File: src/rtl/mjc_params.svh
`ifndef MJC_PARAMS_SVH
`define MJC_PARAMS_SVH

// ****************************************************************
// Register offsets.
// ****************************************************************
`define MJC_OFS_IO_MODE      4'h0
`define MJC_OFS_IN_ENABLE    4'h1
`define MJC_OFS_IN_POLARITY  4'h2
`define MJC_OFS_FORCE_CTRL   4'h3
`define MJC_OFS_FORCE_VAL    4'h4
`define MJC_OFS_SLOW_SPEED   4'h5
`define MJC_OFS_FAST_SPEED   4'h6
`define MJC_OFS_JOG_CURRENT  4'h7
`define MJC_OFS_IN_STATE     4'h8
`define MJC_OFS_STATUS       4'h9

// ****************************************************************
// Reset values.
// ****************************************************************
`define MJC_RST_IO_MODE      16'h0000
`define MJC_RST_IN_ENABLE    16'h0007
`define MJC_RST_IN_POLARITY  16'h0000
`define MJC_RST_SLOW_SPEED   16'h003c
`define MJC_RST_FAST_SPEED   16'h0258
`define MJC_RST_JOG_CURRENT  16'h0009
`define MJC_RST_FORCE_CTRL   16'h0000
`define MJC_RST_FORCE_VAL    16'h0000

// ****************************************************************
// I/O mode values.
// ****************************************************************
`define MJC_MODE_FIELDBUS    16'h0000
`define MJC_MODE_FREE        16'h0001
`define MJC_MODE_FIXED       16'h0002

// ****************************************************************
// Input vector bit positions.
// ****************************************************************
`define MJC_IN_POSITIVE_LIMIT_SWITCH          0
`define MJC_IN_NEGATIVE_LIMIT_SWITCH          1
`define MJC_IN_STOP          2
`define MJC_IN_JOG_CW        3
`define MJC_IN_JOG_ACW       4
`define MJC_IN_FAST          5
`define MJC_IN_ENABLE        6
`define MJC_IN_AUTO          7
`define MJC_IN_W             8

`endif

File: src/rtl/mjc_pkg.sv
package mjc_pkg;
    typedef enum logic [1:0] {
        MJC_DIR_STOP = 2'b00,
        MJC_DIR_CW   = 2'b01,
        MJC_DIR_ACW  = 2'b10
    } mjc_dir_t;
endpackage

File: src/rtl/mjc_manual_jog.sv
// Contract
// - 16-bit I/O mode register, resets to 0.
// - Pin jog accepted only in mode 2.
// - Anticlockwise jog input high moves anticlockwise.
// - Clockwise jog input high moves clockwise.
// - Stop input low forces quick stop.
// - Automatic input high selects automatic operation.
// - Enable input high enables power amplifier.
// - Speed select input picks fast or slow.
// - Software may force input logical states.
// - Jog speeds and current are configurable.
// - Limits bound clockwise and anticlockwise travel.
//
// The implementer's own choices: the address-and-strobe port and the address map.
`timescale 1ns/1ps
`include "mjc_params.svh"

module mjc_manual_jog (
    input  wire logic                clk,
    input  wire logic                arst_n,
    input  wire logic [3:0]          reg_addr,
    input  wire logic [15:0]         reg_wdata,
    input  wire logic                reg_wr,
    input  wire logic                reg_rd,
    output logic      [15:0]         reg_rdata,
    input  wire logic                pin_positive_limit_switch,
    input  wire logic                pin_negative_limit_switch,
    input  wire logic                pin_stop,
    input  wire logic                pin_jog_clockwise,
    input  wire logic                pin_jog_anticlockwise,
    input  wire logic                pin_jog_speed_select,
    input  wire logic                pin_enable,
    input  wire logic                pin_automatic_mode_select,
    output mjc_pkg::mjc_dir_t        jog_dir,
    output logic                     jog_fast,
    output logic      [15:0]         jog_speed,
    output logic      [15:0]         jog_current,
    output logic                     quick_stop,
    output logic                     amp_enable,
    output logic                     auto_mode
);
    import mjc_pkg::*;

    // ****************************************************************
    // Input synchronisers.
    // ****************************************************************
    logic [`MJC_IN_W-1:0] pins_raw;
    logic [`MJC_IN_W-1:0] sync1_r;
    logic [`MJC_IN_W-1:0] sync2_r;

    assign pins_raw = {pin_automatic_mode_select, pin_enable, pin_jog_speed_select,
                       pin_jog_anticlockwise, pin_jog_clockwise, pin_stop,
                       pin_negative_limit_switch, pin_positive_limit_switch};

    always_ff @(posedge clk or negedge arst_n) begin
        if (!arst_n) begin
            sync1_r <= '0;
            sync2_r <= '0;
        end else begin
            sync1_r <= pins_raw;
            sync2_r <= sync1_r;
        end
    end

    // ****************************************************************
    // Registers.
    // ****************************************************************
    logic [15:0] io_assignment_mode_r;
    logic [15:0] input_enable_mask_r;
    logic [15:0] input_polarity_mask_r;
    logic [15:0] force_ctrl_r;
    logic [15:0] force_val_r;
    logic [15:0] slow_speed_r;
    logic [15:0] fast_speed_r;
    logic [15:0] jog_current_r;
    logic [15:0] reg_rdata_r;

    wire wr_mode = reg_wr && (reg_addr == `MJC_OFS_IO_MODE);
    wire wr_en   = reg_wr && (reg_addr == `MJC_OFS_IN_ENABLE);
    wire wr_pol  = reg_wr && (reg_addr == `MJC_OFS_IN_POLARITY);
    wire wr_fc   = reg_wr && (reg_addr == `MJC_OFS_FORCE_CTRL);
    wire wr_fv   = reg_wr && (reg_addr == `MJC_OFS_FORCE_VAL);
    wire wr_slow = reg_wr && (reg_addr == `MJC_OFS_SLOW_SPEED);
    wire wr_fast = reg_wr && (reg_addr == `MJC_OFS_FAST_SPEED);
    wire wr_cur  = reg_wr && (reg_addr == `MJC_OFS_JOG_CURRENT);

    // Each word sits in its own small register, so a new setting costs one instance.
    mjc_cfg_reg #(
        .W   (16),
        .RST (`MJC_RST_IO_MODE)
    ) io_mode_reg_i (
        .clk    (clk),
        .arst_n (arst_n),
        .wr_en  (wr_mode),
        .wdata  (reg_wdata),
        .q      (io_assignment_mode_r)
    );

    mjc_cfg_reg #(
        .W   (16),
        .RST (`MJC_RST_IN_ENABLE)
    ) in_enable_reg_i (
        .clk    (clk),
        .arst_n (arst_n),
        .wr_en  (wr_en),
        .wdata  (reg_wdata),
        .q      (input_enable_mask_r)
    );

    mjc_cfg_reg #(
        .W   (16),
        .RST (`MJC_RST_IN_POLARITY)
    ) in_polarity_reg_i (
        .clk    (clk),
        .arst_n (arst_n),
        .wr_en  (wr_pol),
        .wdata  (reg_wdata),
        .q      (input_polarity_mask_r)
    );

    mjc_cfg_reg #(
        .W   (16),
        .RST (`MJC_RST_FORCE_CTRL)
    ) force_ctrl_reg_i (
        .clk    (clk),
        .arst_n (arst_n),
        .wr_en  (wr_fc),
        .wdata  (reg_wdata),
        .q      (force_ctrl_r)
    );

    mjc_cfg_reg #(
        .W   (16),
        .RST (`MJC_RST_FORCE_VAL)
    ) force_val_reg_i (
        .clk    (clk),
        .arst_n (arst_n),
        .wr_en  (wr_fv),
        .wdata  (reg_wdata),
        .q      (force_val_r)
    );

    mjc_cfg_reg #(
        .W   (16),
        .RST (`MJC_RST_SLOW_SPEED)
    ) slow_speed_reg_i (
        .clk    (clk),
        .arst_n (arst_n),
        .wr_en  (wr_slow),
        .wdata  (reg_wdata),
        .q      (slow_speed_r)
    );

    mjc_cfg_reg #(
        .W   (16),
        .RST (`MJC_RST_FAST_SPEED)
    ) fast_speed_reg_i (
        .clk    (clk),
        .arst_n (arst_n),
        .wr_en  (wr_fast),
        .wdata  (reg_wdata),
        .q      (fast_speed_r)
    );

    mjc_cfg_reg #(
        .W   (16),
        .RST (`MJC_RST_JOG_CURRENT)
    ) jog_current_reg_i (
        .clk    (clk),
        .arst_n (arst_n),
        .wr_en  (wr_cur),
        .wdata  (reg_wdata),
        .q      (jog_current_r)
    );

    // ****************************************************************
    // Logical input states.
    // ****************************************************************
    // Forcing acts on the logical state, so a forced bit ignores the pin level.
    logic [`MJC_IN_W-1:0] in_state;
    assign in_state = (sync2_r & ~force_ctrl_r[`MJC_IN_W-1:0])
                    | (force_val_r[`MJC_IN_W-1:0] & force_ctrl_r[`MJC_IN_W-1:0]);

    // Masked-off safety inputs read as inactive; polarity bit 1 means active high.
    wire positive_limit_switch_act = input_enable_mask_r[0] &
                    (in_state[`MJC_IN_POSITIVE_LIMIT_SWITCH] == input_polarity_mask_r[0]);
    wire negative_limit_switch_act = input_enable_mask_r[1] &
                    (in_state[`MJC_IN_NEGATIVE_LIMIT_SWITCH] == input_polarity_mask_r[1]);
    wire stop_act = input_enable_mask_r[2] &
                    (in_state[`MJC_IN_STOP] == input_polarity_mask_r[2]);

    wire fixed_mode = (io_assignment_mode_r == `MJC_MODE_FIXED);
    wire cw_req     = fixed_mode & in_state[`MJC_IN_JOG_CW];
    wire acw_req    = fixed_mode & in_state[`MJC_IN_JOG_ACW];
    wire auto_sel   = fixed_mode & in_state[`MJC_IN_AUTO];
    wire amp_on     = fixed_mode & in_state[`MJC_IN_ENABLE];
    wire fast_sel   = fixed_mode & in_state[`MJC_IN_FAST];

    // Jogging needs manual mode, an enabled amplifier and no quick stop.
    wire jog_ok  = amp_on & ~auto_sel & ~stop_act;
    wire move_cw  = jog_ok & cw_req & ~acw_req & ~positive_limit_switch_act;
    wire move_acw = jog_ok & acw_req & ~cw_req & ~negative_limit_switch_act;

    mjc_dir_t dir_nxt;
    assign dir_nxt = move_cw ? MJC_DIR_CW : (move_acw ? MJC_DIR_ACW : MJC_DIR_STOP);

    // ****************************************************************
    // Outputs and read port.
    // ****************************************************************
    logic [15:0] rd_mux;
    wire  [15:0] status_word = {9'h000, fixed_mode, auto_sel, amp_on, stop_act,
                                fast_sel, dir_nxt};

    always_comb begin
        case (reg_addr)
            `MJC_OFS_IO_MODE:     rd_mux = io_assignment_mode_r;
            `MJC_OFS_IN_ENABLE:   rd_mux = input_enable_mask_r;
            `MJC_OFS_IN_POLARITY: rd_mux = input_polarity_mask_r;
            `MJC_OFS_FORCE_CTRL:  rd_mux = force_ctrl_r;
            `MJC_OFS_FORCE_VAL:   rd_mux = force_val_r;
            `MJC_OFS_SLOW_SPEED:  rd_mux = slow_speed_r;
            `MJC_OFS_FAST_SPEED:  rd_mux = fast_speed_r;
            `MJC_OFS_JOG_CURRENT: rd_mux = jog_current_r;
            `MJC_OFS_IN_STATE:    rd_mux = {8'h00, in_state};
            `MJC_OFS_STATUS:      rd_mux = status_word;
            default:              rd_mux = 16'h0000;
        endcase
    end

    // ****************************************************************
    // Output flops.
    // ****************************************************************
    mjc_dir_t    dir_r;
    logic        fast_r;
    logic        qstop_r;
    logic        amp_r;
    logic        auto_r;
    logic [15:0] speed_r;

    // Direction and speed share one edge, so the drive never sees a mixed pair.
    always_ff @(posedge clk or negedge arst_n) begin
        if (!arst_n) begin
            dir_r   <= MJC_DIR_STOP;
            fast_r  <= 1'b0;
            speed_r <= 16'h0000;
        end else begin
            dir_r   <= dir_nxt;
            fast_r  <= fast_sel;
            speed_r <= fast_sel ? fast_speed_r : slow_speed_r;
        end
    end

    always_ff @(posedge clk or negedge arst_n) begin
        if (!arst_n) begin
            qstop_r <= 1'b0;
            amp_r   <= 1'b0;
            auto_r  <= 1'b0;
        end else begin
            qstop_r <= stop_act;
            amp_r   <= amp_on;
            auto_r  <= auto_sel;
        end
    end

    // Read data are cleared outside a read, so a stale word never lingers.
    always_ff @(posedge clk or negedge arst_n) begin
        if (!arst_n) begin
            reg_rdata_r <= 16'h0000;
        end else begin
            reg_rdata_r <= reg_rd ? rd_mux : 16'h0000;
        end
    end

    assign jog_dir     = dir_r;
    assign jog_fast    = fast_r;
    assign jog_speed   = speed_r;
    assign jog_current = jog_current_r;
    assign quick_stop  = qstop_r;
    assign amp_enable  = amp_r;
    assign auto_mode   = auto_r;
    assign reg_rdata   = reg_rdata_r;

endmodule

// ****************************************************************
// One configuration word with its own write enable.
// ****************************************************************
module mjc_cfg_reg #(
    parameter int           W   = 16,
    parameter logic [W-1:0] RST = '0
) (
    input  wire logic         clk,
    input  wire logic         arst_n,
    input  wire logic         wr_en,
    input  wire logic [W-1:0] wdata,
    output logic      [W-1:0] q
);
    logic [W-1:0] q_r;

    always_ff @(posedge clk or negedge arst_n) begin
        if (!arst_n) begin
            q_r <= RST;
        end else if (wr_en) begin
            q_r <= wdata;
        end
    end

    assign q = q_r;

endmodule

File: config.mk
export PLATFORM = sky130hd
export DESIGN_NAME = mjc_manual_jog
export DESIGN_NICKNAME = d
export VERILOG_FILES = /design/src/rtl/mjc_pkg.sv /design/src/rtl/mjc_manual_jog.sv
export VERILOG_INCLUDE_DIRS = /design/src /design/src/rtl
export SDC_FILE = /design/constraint.sdc
export NUM_CORES = 1
export LEC_CHECK = 0
export BUFFER_PORTS_ARGS = -buffer_cell sky130_fd_sc_hd__clkbuf_2
export CAP_MARGIN = 25
export CORE_MARGIN = 2
export CORE_UTILIZATION = 50
export CTS_BUF_LIST = sky130_fd_sc_hd__clkbuf_8
export DETAILED_ROUTE_END_ITERATION = 7
export GPL_ROUTABILITY_DRIVEN = 0
export PLACE_DENSITY = 0.7
export REMOVE_ABC_BUFFERS = 1
export SLEW_MARGIN = 20
export SYNTH_ARGS = -nofsm -noshare
export SYNTH_HDL_FRONTEND = slang
export SYNTH_SLANG_ARGS = --single-unit
File: constraint.sdc
create_clock -name clk -period 4.3 [get_ports clk]
set_clock_uncertainty 0.05 [all_clocks]
set_input_delay 0 -clock clk [delete_from_list [all_inputs] [get_ports clk]]
set_output_delay 0 -clock clk [all_outputs]
set_load 0.05 [all_outputs]
==> results of run 1 <==
[cell type report]
cell class              instances  area (sq um)  area share, %
flip-flops and latches        182          4571          49.34
clock inverters                13         171.4          1.851
inverters                       1         3.754        0.04052
repair buffers                118         749.5          8.091
multi-input cells             370          3249          35.08
clock buffers                  18         247.7          2.675
well taps                     216         270.3          2.918
[state kept, by name, indices dropped and copies added (netlist names), 2 cells and up]
register	cells
fast_speed_reg_i.q	16
force_ctrl_reg_i.q	16
force_val_reg_i.q	16
in_enable_reg_i.q	16
in_polarity_reg_i.q	16
io_mode_reg_i.q	16
jog_current_reg_i.q	16
jog_dir	2
jog_speed	16
reg_rdata	16
slow_speed_reg_i.q	16
sync1_r	8
sync2_r	8
[logic make-up (layout without fill, tap and decap cells)]
logic type | count (synthesis) | in the layout | synth area share (%)
compound gates | 78 | 78 | 6.997
buf+inv | 29 | 150 | 1.945
flops | 182 | 182 | 57.31
mux | 179 | 179 | 25.13
xor+xnor | 2 | 2 | 0.2197
simple gates | 111 | 111 | 8.394
[report_power, final]
| group | internal (W) | leakage, nW | switching (W) |
|---|---|---|---|
| logic | 0.000439 | 1.66 | 0.000641 |
| clock network | 0.000598 | 0.218 | 0.000632 |
| registers | 0.00207 | 2.23 | 0.000246 |
[stage by stage]
step | std cells | util, % | hold slack, ns | instance area, sq um
floorplan | 553 | - | -0.3456 | 7824
global placement | 860 | 54.55 | 0.05802 | 8571
detailed placement | 862 | 54.69 | 0.05965 | 8593
CTS | 918 | 58.95 | 0.08563 | 9263
global route | 918 | 58.95 | 0.1118 | 9263
finish | 918 | 58.95 | 0.1073 | 9263
[what timing repair did]
| item | 4_1_cts | 5_1_grt |
|---|---|---|
| gates resized for setup | 0 | 0 |
| hold endpoints to repair | 230 | 0 |
| setup endpoints to repair | 0 | 0 |
| hold buffers | 25 | 0 |
[final timing paths]
path	from	end	slack, ns
worst max-delay path	io_mode_reg_i.q[8]$_DFFE_PN0P_	jog_speed[11]$_DFF_PN0_	1.79
worst min-delay path	pin_jog_anticlockwise	sync1_r[4]$_DFF_PN0_	0.11
worst max register to register	io_mode_reg_i.q[8]$_DFFE_PN0P_	jog_speed[11]$_DFF_PN0_	1.79
worst min register to register	sync1_r[2]$_DFF_PN0_	sync2_r[2]$_DFF_PN0_	0.31
max in group asynchronous	arst_n	slow_speed_reg_i.q[3]$_DFFE_PN1P_	2.95
min in group asynchronous	arst_n	jog_fast$_DFF_PN0_	0.14
[cell usage in the layout (no fill, tap or decap), types with 4 or more instances in the layout]
cell type	n
a21oi_1	18
a22o_1	11
a22oi_1	11
a31oi_1	8
buf_4	6
clkbuf_2	84
clkbuf_8	18
dfrtp_1	169
dfstp_2	13
dlygate4sd3_1	25
inv_6	4
mux2_2	150
mux2i_1	27
nand2_1	23
nand2b_1	4
nand3_1	10
nand3b_1	5
nor2_1	19
nor2_2	4
nor2b_1	10
o21ai_0	4
o22ai_1	4
o32ai_1	5
[metal layers]
layer / vias to the layer above / share of wire, %
met5: - / 0
met4: 0 / 2.4
met3: 43 / 7.9
met2: 271 / 47
met1: 2790 / 42
li1: 2377 / -
[worst register-to-register path, stage by stage (launching register included)]
cell and delay, ns:
dfrtp_1 0.42, nor4_2 0.47, nand4_2 0.31, nor2_4 0.71, mux2_2 0.44
==> results.cfg, run 1 <==
[cells_and_area]
antenna_cells = 0
fill_cells = 1277
drive_gt1_share_pct = 44.30
syn_to_final_growth_pct = 16.14
final_net_count = 722

[synth]
synthTopCellsByArea = dfrtp_1 (53%), mux2_2 (21%), dfstp_2 (4.3%)
ys_types = 55
synthesis.area_sq_um = 7975
synth_ff_type = dfrtp_1
synth_edf_count = 0
synth_common_cells = dfrtp_1 (169), mux2_2 (150), mux2i_1 (27)
ys_warn_count = 0
synth.most_common_cell = dfrtp_1
ys_seq_area_share_pct = 57.31
synth_top_cell_area_share_pct = 53.03
async_flop_share_pct = 100.0
ys_seq_elements = 182
netlist_instances = 581
synth_top_area_cell = dfrtp_1
synth_area_per_cell_sq_um = 13.73

[die]
die_y_um = 130.3
core_region_area_sq_um = 15710
boundaryPins = 86
core.rowCount = 46
initial_core_util_pct = 50.76
fp.dieW_um = 130.3
die_area_sq_um = 16980

[setup_path]
critPathArrivalTime_ns = 2.82
critPathMaxFanout = 18
start_kind = flip-flop
required_ns = 4.61
slowest_stage = nor2_4
cpPeakStageDelay_ns = 0.71
path_buf_inv = 0
cp.depth = 4
critPathTopFamily = simple AND/OR/NAND/NOR gates
crit_chain = nor4_2 -> nand4_2 -> nor2_4 -> mux2_2
reg2reg_depth = 4
criticalPathCategory = reg2reg
cp-end-kind = flip-flop

[clocking]
path_clk_slew_ns = 0.10
htreeDepth = 4
cts_tree = yes
cts_buffer_depth = 2
cts-root-buf = clkbuf_8
cts.sinks = 182
cts_buffers = 17
post_cts.repair.setup_buffers = 0
clk_latency_ns = 0.47

[placement]
place_ws_ns = 1.634
portBuffers = 85
dp_hpwl_mm = 13.55

[power]
vdd_drop_max_v = 0.0002530
p_total_w = 0.004621
p_leak_nw = 4.113
p_per_area_nw_per_um2 = 498.9

[sta]
worst_pin_slew_ns = 1.081
setup_ws_ns = 1.793
hold_viol = 0
period_minus_slack_ns = 2.507
maxSlewViolCount = 0
rsz0062_at_grt = no
fin_crit_sh_pct = 58.30
fin_setup_tns_ns = 0
setup_viol = 0
fmax_ghz = 0.3989
max_slew_margin_pct = 27.94

[route]
wl_per_cell_um = 22.78
drcViolationCount = 0
drt_first_pass_iters = 5
via_per_inst = 5.971
drtAntennaViolNets = 0
vias = 5481
routed_wl_mm = 20.91
drt_iter0_markers = 484

[grt]
grt_max_degree = 102
grt_pass1_wl_mm = 32.40
global_route.usage.met1_pct = 35.88
grt.total_usage_pct = 26.12
busiest_layer = met2
grt_antenna_before_repair = 0
first_global_vias = 5624
grt-ovfl-total = 0
grt_util_met2_pct = 40.81
met3_usage_pct = 6.232

[status]
status = finished, final reports clean

[job]
max_cap_violations = 0

[worst_hold_path]
hold_path_class = in2reg
holdPathStages = 2
Power figures use the tool's default switching activity.
==> inputs of run 2 (changes only) <==
- clock period: 4.3 -> 2.45 ns (I/O delays scaled with it)
==> results.cfg, run 2 (synthesis results as in run 1) <==
[die]
die_y_um = 130.3
boundaryPins = 86
core.rowCount = 46
initial_core_util_pct = 50.76
fp.dieW_um = 130.3
die_area_sq_um = 16980
core_region_area_sq_um = 15710

[grt]
grt_pass1_wl_mm = 33.20
grt_antenna_before_repair = 0
grt.total_usage_pct = 26.71
grt-ovfl-total = 0
grt_max_degree = 78
first_global_vias = 5794

[power]
seqPwrFrac_pct = 50.3
p_sw_w = 0.002649
clkPwrFrac_pct = 25.9
p_per_area_nw_per_um2 = 846.0
p_int_w = 0.005390
vdd_drop_max_v = 0.0004396
p_leak_nw = 4.252
netSwitchingFraction_pct = 32.95
power_frac_comb_pct = 23.8

[cells_and_area]
fin_util_pct = 60.47
final_common_cell = dfrtp_1
drive_gt1_share_pct = 46.59
stdcell_count = 950
final_net_count = 753
mostFrequentLayoutCells = dfrtp_1 (169), mux2_2 (150), clkbuf_2 (84)
antenna_cells = 0
syn_to_final_growth_pct = 19.14

[worst_hold_path]
hold_path_class = in2async

[clocking]
path_clk_slew_ns = 0.10
cts-root-buf = clkbuf_8
cts_tree = yes
cts.sinks = 182
clk_latency_ns = 0.47
htreeDepth = 4
cts_buffers = 17
cts_buffer_depth = 2
cts-resized-gates = 0

[sta]
fmax_ghz = 0.5077
hold_viol = 0
max_slew_margin_pct = 51.13
fin_setup_tns_ns = 0
rsz0062_at_grt = no
fin_crit_sh_pct = 80.40
maxSlewViolCount = 0
setup_viol = 0
worst_pin_slew_ns = 0.7304
period_minus_slack_ns = 1.970

[route]
drtAntennaViolNets = 0
drt_iter0_markers = 511
routed_wl_mm = 21.40
vias = 5604
drcViolationCount = 0
wl_per_cell_um = 22.53
drt_first_pass_iters = 5
via_per_inst = 5.899

[placement]
place_inst = 892
portBuffers = 85
dp_hpwl_mm = 14.71

[setup_path]
start_kind = flip-flop
critPathMaxFanout = 6
cp-end-kind = flip-flop
criticalPathCategory = reg2reg
required_ns = 2.79
critPathArrivalTime_ns = 2.31

[status]
status = finished, final reports clean

[job]
max_cap_violations = 0
==> run 2: worst paths after layout <==
path                                                start                                 end  slack, ns  depth (start not counted)
setup / recovery           io_mode_reg_i.q[8]$_DFFE_PN0P_              reg_rdata[0]$_DFF_PN0_       0.48                          5
hold reg to reg                      sync1_r[1]$_DFF_PN0_                sync2_r[1]$_DFF_PN0_       0.31                          0
min in group clk                              reg_addr[3]             reg_rdata[13]$_DFF_PN0_       0.08                          3
setup reg to reg           io_mode_reg_i.q[8]$_DFFE_PN0P_              reg_rdata[0]$_DFF_PN0_       0.48                          5
hold / removal                                     arst_n  fast_speed_reg_i.q[14]$_DFFE_PN0P_       0.07                          2
max in group asynchronous                          arst_n             jog_speed[11]$_DFF_PN0_       1.43                          3
==> run 2: layout make-up <==
class,instances,area [sq um]
inverters,1,3.754
repair buffers,149,1002
clock inverters,13,143.9
multi-input cells,370,3249
fillers,1274,6211
clock buffers,19,261.5
flip-flops and latches,182,4571
well taps,216,270.3
==> run 2: metal layers <==
| metal | global-route usage (%) | up-vias | wire (um) |
|---|---|---|---|
| met5 | 0 | - | 0 |
| met4 | 9.994 | 0 | 700 |
| met3 | 6.724 | 58 | 1649 |
| met2 | 41.79 | 246 | 10010 |
| met1 | 36.29 | 2876 | 9036 |
| li1 | - | 2424 | - |
==> run 2: what timing repair did <==
item                      in CTS  in global routing
hold endpoints to repair     226                  0
setup buffers                  0                  0
hold buffers                  26                  0
==> run 2: through the flow <==
stage	hold slack, ns	setup slack [ns]	power (W)	cell area (sq um)
final	0.07036	0.4802	0.008039	9502
after global routing	0.06088	0.3466	0.008407	9502
after CTS	0.03533	0.4871	0.008077	9502
after detailed placement	0.01525	0.5155	0.005976	8836
after global placement	0.009026	0.5453	0.005894	8836
after floorplan	-0.3456	0.6840	0.005327	7824
==> run 2: power by group through the flow <==
stage / Sequential [W] / Clock, W / Combinational, W
floorplan: 0.00448 / 0 / 0.000843
global placement: 0.00406 / 0 / 0.00183
detailed placement: 0.00410 / 0 / 0.00188
CTS: 0.00404 / 0.00212 / 0.00192
global route: 0.00412 / 0.00224 / 0.00204
finish: 0.00404 / 0.00208 / 0.00192
==> run 2: critical path: stages, from the launching register on <==
cell and delay, ns:
dfrtp_1 0.41, nor4_2 0.36, nand4_2 0.26, nor4_1 0.50
nand3_1 0.15, a21oi_1 0.17
==> inputs of run 3 (changes only) <==
- PLACE_DENSITY: 0.7 -> 0.72
- clock period: 2.45 -> 1.6 ns (I/O delays scaled with it)
==> results.cfg, run 3 (synthesis results as in run 1) <==
[worst_hold_path]
hold_path_class = in2async

[route]
drcViolationCount = 0
routed_wl_mm = 22.34
vias = 5851
drtAntennaViolNets = 0
drt_first_pass_iters = 6
wl_per_cell_um = 21.86
via_per_inst = 5.725
drt_iter0_markers = 569

[sta]
hold_viol = 0
setup_ws_ns = -0.2447
max_slew_margin_pct = 57.88
setup_viol = 25
rsz0062_at_grt = yes
fin_setup_tns_ns = -4.499
worst_pin_slew_ns = 0.6305
period_minus_slack_ns = 1.845
maxSlewViolCount = 0
fmax_ghz = 0.5421
fin_crit_sh_pct = 115.3

[power]
p_total_w = 0.01283
p_leak_nw = 4.713
vdd_drop_max_v = 0.0009204
p_per_area_nw_per_um2 = 1246

[die]
core_region_area_sq_um = 15710
fp.dieW_um = 130.3
die_area_sq_um = 16980
boundaryPins = 86
initial_core_util_pct = 50.76
core.rowCount = 46
die_y_um = 130.3

[placement]
portBuffers = 85
place_inst = 957
dp_hpwl_mm = 15.66
placed_cell_area_sq_um = 9437

[grt]
grt.total_usage_pct = 28.02
grt_antenna_before_repair = 0
grt-ovfl-total = 0
grt_pass1_wl_mm = 34.69
first_global_vias = 6003
grt_max_degree = 64

[setup_path]
slowest_stage = dfrtp_1
start_kind = flip-flop
critPathArrivalTime_ns = 2.17
cp-end-kind = flip-flop
crit_chain = nor4_4 -> nand4_2 -> nor2_4 -> buf_12 -> mux2_2
criticalPathCategory = reg2reg
cpPeakStageDelay_ns = 0.43
critPathMaxFanout = 12
required_ns = 1.93

[clocking]
cts.sinks = 182
path_clk_slew_ns = 0.10
htreeDepth = 4
cts_buffer_depth = 2
clk_latency_ns = 0.48
cts_buffers = 17
cts-root-buf = clkbuf_8
cts_tree = yes

[cells_and_area]
antenna_cells = 0
post-route-cell-area_sq_um = 10290
mostFrequentLayoutCells = dfrtp_1 (169), mux2_2 (136), buf_4 (96)
syn_to_final_growth_pct = 29.09
stdcell_count = 1022
fin_util_pct = 65.52
drive_gt1_share_pct = 52.61
final_net_count = 825
final_common_cell = dfrtp_1

[status]
status = complete, but fails checks
violations = negative setup slack

[job]
max_cap_violations = 0
[run 3: cell count changes in the layout (fill, tap and decap cells not counted), moves of 3 or more]
cell	before	now
buf_12	2	12
mux2_4	0	14
buf_4	36	96
mux2_2	150	136
mux2i_2	0	3
mux2i_1	27	24
[run 3: worst paths after layout]
path / start / to / slack (ns) / cells after the start
worst max register to register: io_mode_reg_i.q[14]$_DFFE_PN0P_ / jog_speed[11]$_DFF_PN0_ / -0.24 / 5
worst max-delay path: io_mode_reg_i.q[14]$_DFFE_PN0P_ / jog_speed[11]$_DFF_PN0_ / -0.24 / 5
worst min-delay path: arst_n / fast_speed_reg_i.q[14]$_DFFE_PN0P_ / 0.03 / 3
min in group clk: reg_wr / in_enable_reg_i.q[8]$_DFFE_PN0P_ / 0.05 / 3
worst min register to register: sync1_r[0]$_DFF_PN0_ / sync2_r[0]$_DFF_PN0_ / 0.30 / 0
max in group asynchronous: arst_n / fast_speed_reg_i.q[9]$_DFFE_PN1P_ / 1.08 / 3
[run 3: timing repair]
item | 4_1_cts | 5_1_grt
pin swaps | 9 | 2
endpoints found under the setup margin | 24 | 44
setup buffers | 2 | 3
endpoints found under the hold margin | 334 | 0
gates cloned | 0 | 0
hold buffers | 28 | 0
resized for setup | 17 | 13
[run 3: area by class of cell]
| class | count | area (sq um) |
|---|---|---|
| clock buffer | 18 | 247.7 |
| clock inverter | 14 | 162.7 |
| fill | 1143 | 5418 |
| inverter | 1 | 3.754 |
| multi-input combinational | 370 | 3363 |
| sequential | 182 | 4571 |
| tap | 216 | 270.3 |
| timing repair buffer | 221 | 1677 |
[run 3: report_power, final]
| part | internal (W) | switching [W] | total, W |
|---|---|---|---|
| combinational | 0.00155 | 0.00186 | 0.00341 |
| sequential | 0.00555 | 0.000632 | 0.00618 |
| clock | 0.00147 | 0.00176 | 0.00324 |
| total | 0.00858 | 0.00425 | 0.0128 |
[run 3: routing by layer]
metal	wire (um)	track usage [%]	part of all wire [%]	vias up
met1	9742	38.79	44	3004
li1	-	-	-	2579
met5	0	0	0	-
met3	1624	6.765	7.3	38
met2	10430	43.70	47	230
met4	539	9.488	2.4	0
[run 3: worst max-delay path: cells and delay by family (launching register included)]
kind	cells	cell delay, ns
AND/OR/NAND/NOR	3	0.72
flip-flops	1	0.43
multiplexers	1	0.35
buffers and inverters	1	0.19
[run 3: stage by stage]
stage / hold slack [ns] / setup WS, ns
final: 0.03314 / -0.2447
after global routing: 0.02441 / -0.2820
after CTS: 0.009654 / -0.2340
after detailed placement: -0.1453 / -0.3025
after global placement: -0.1495 / -0.2637
after floorplan: -0.3456 / -0.1660
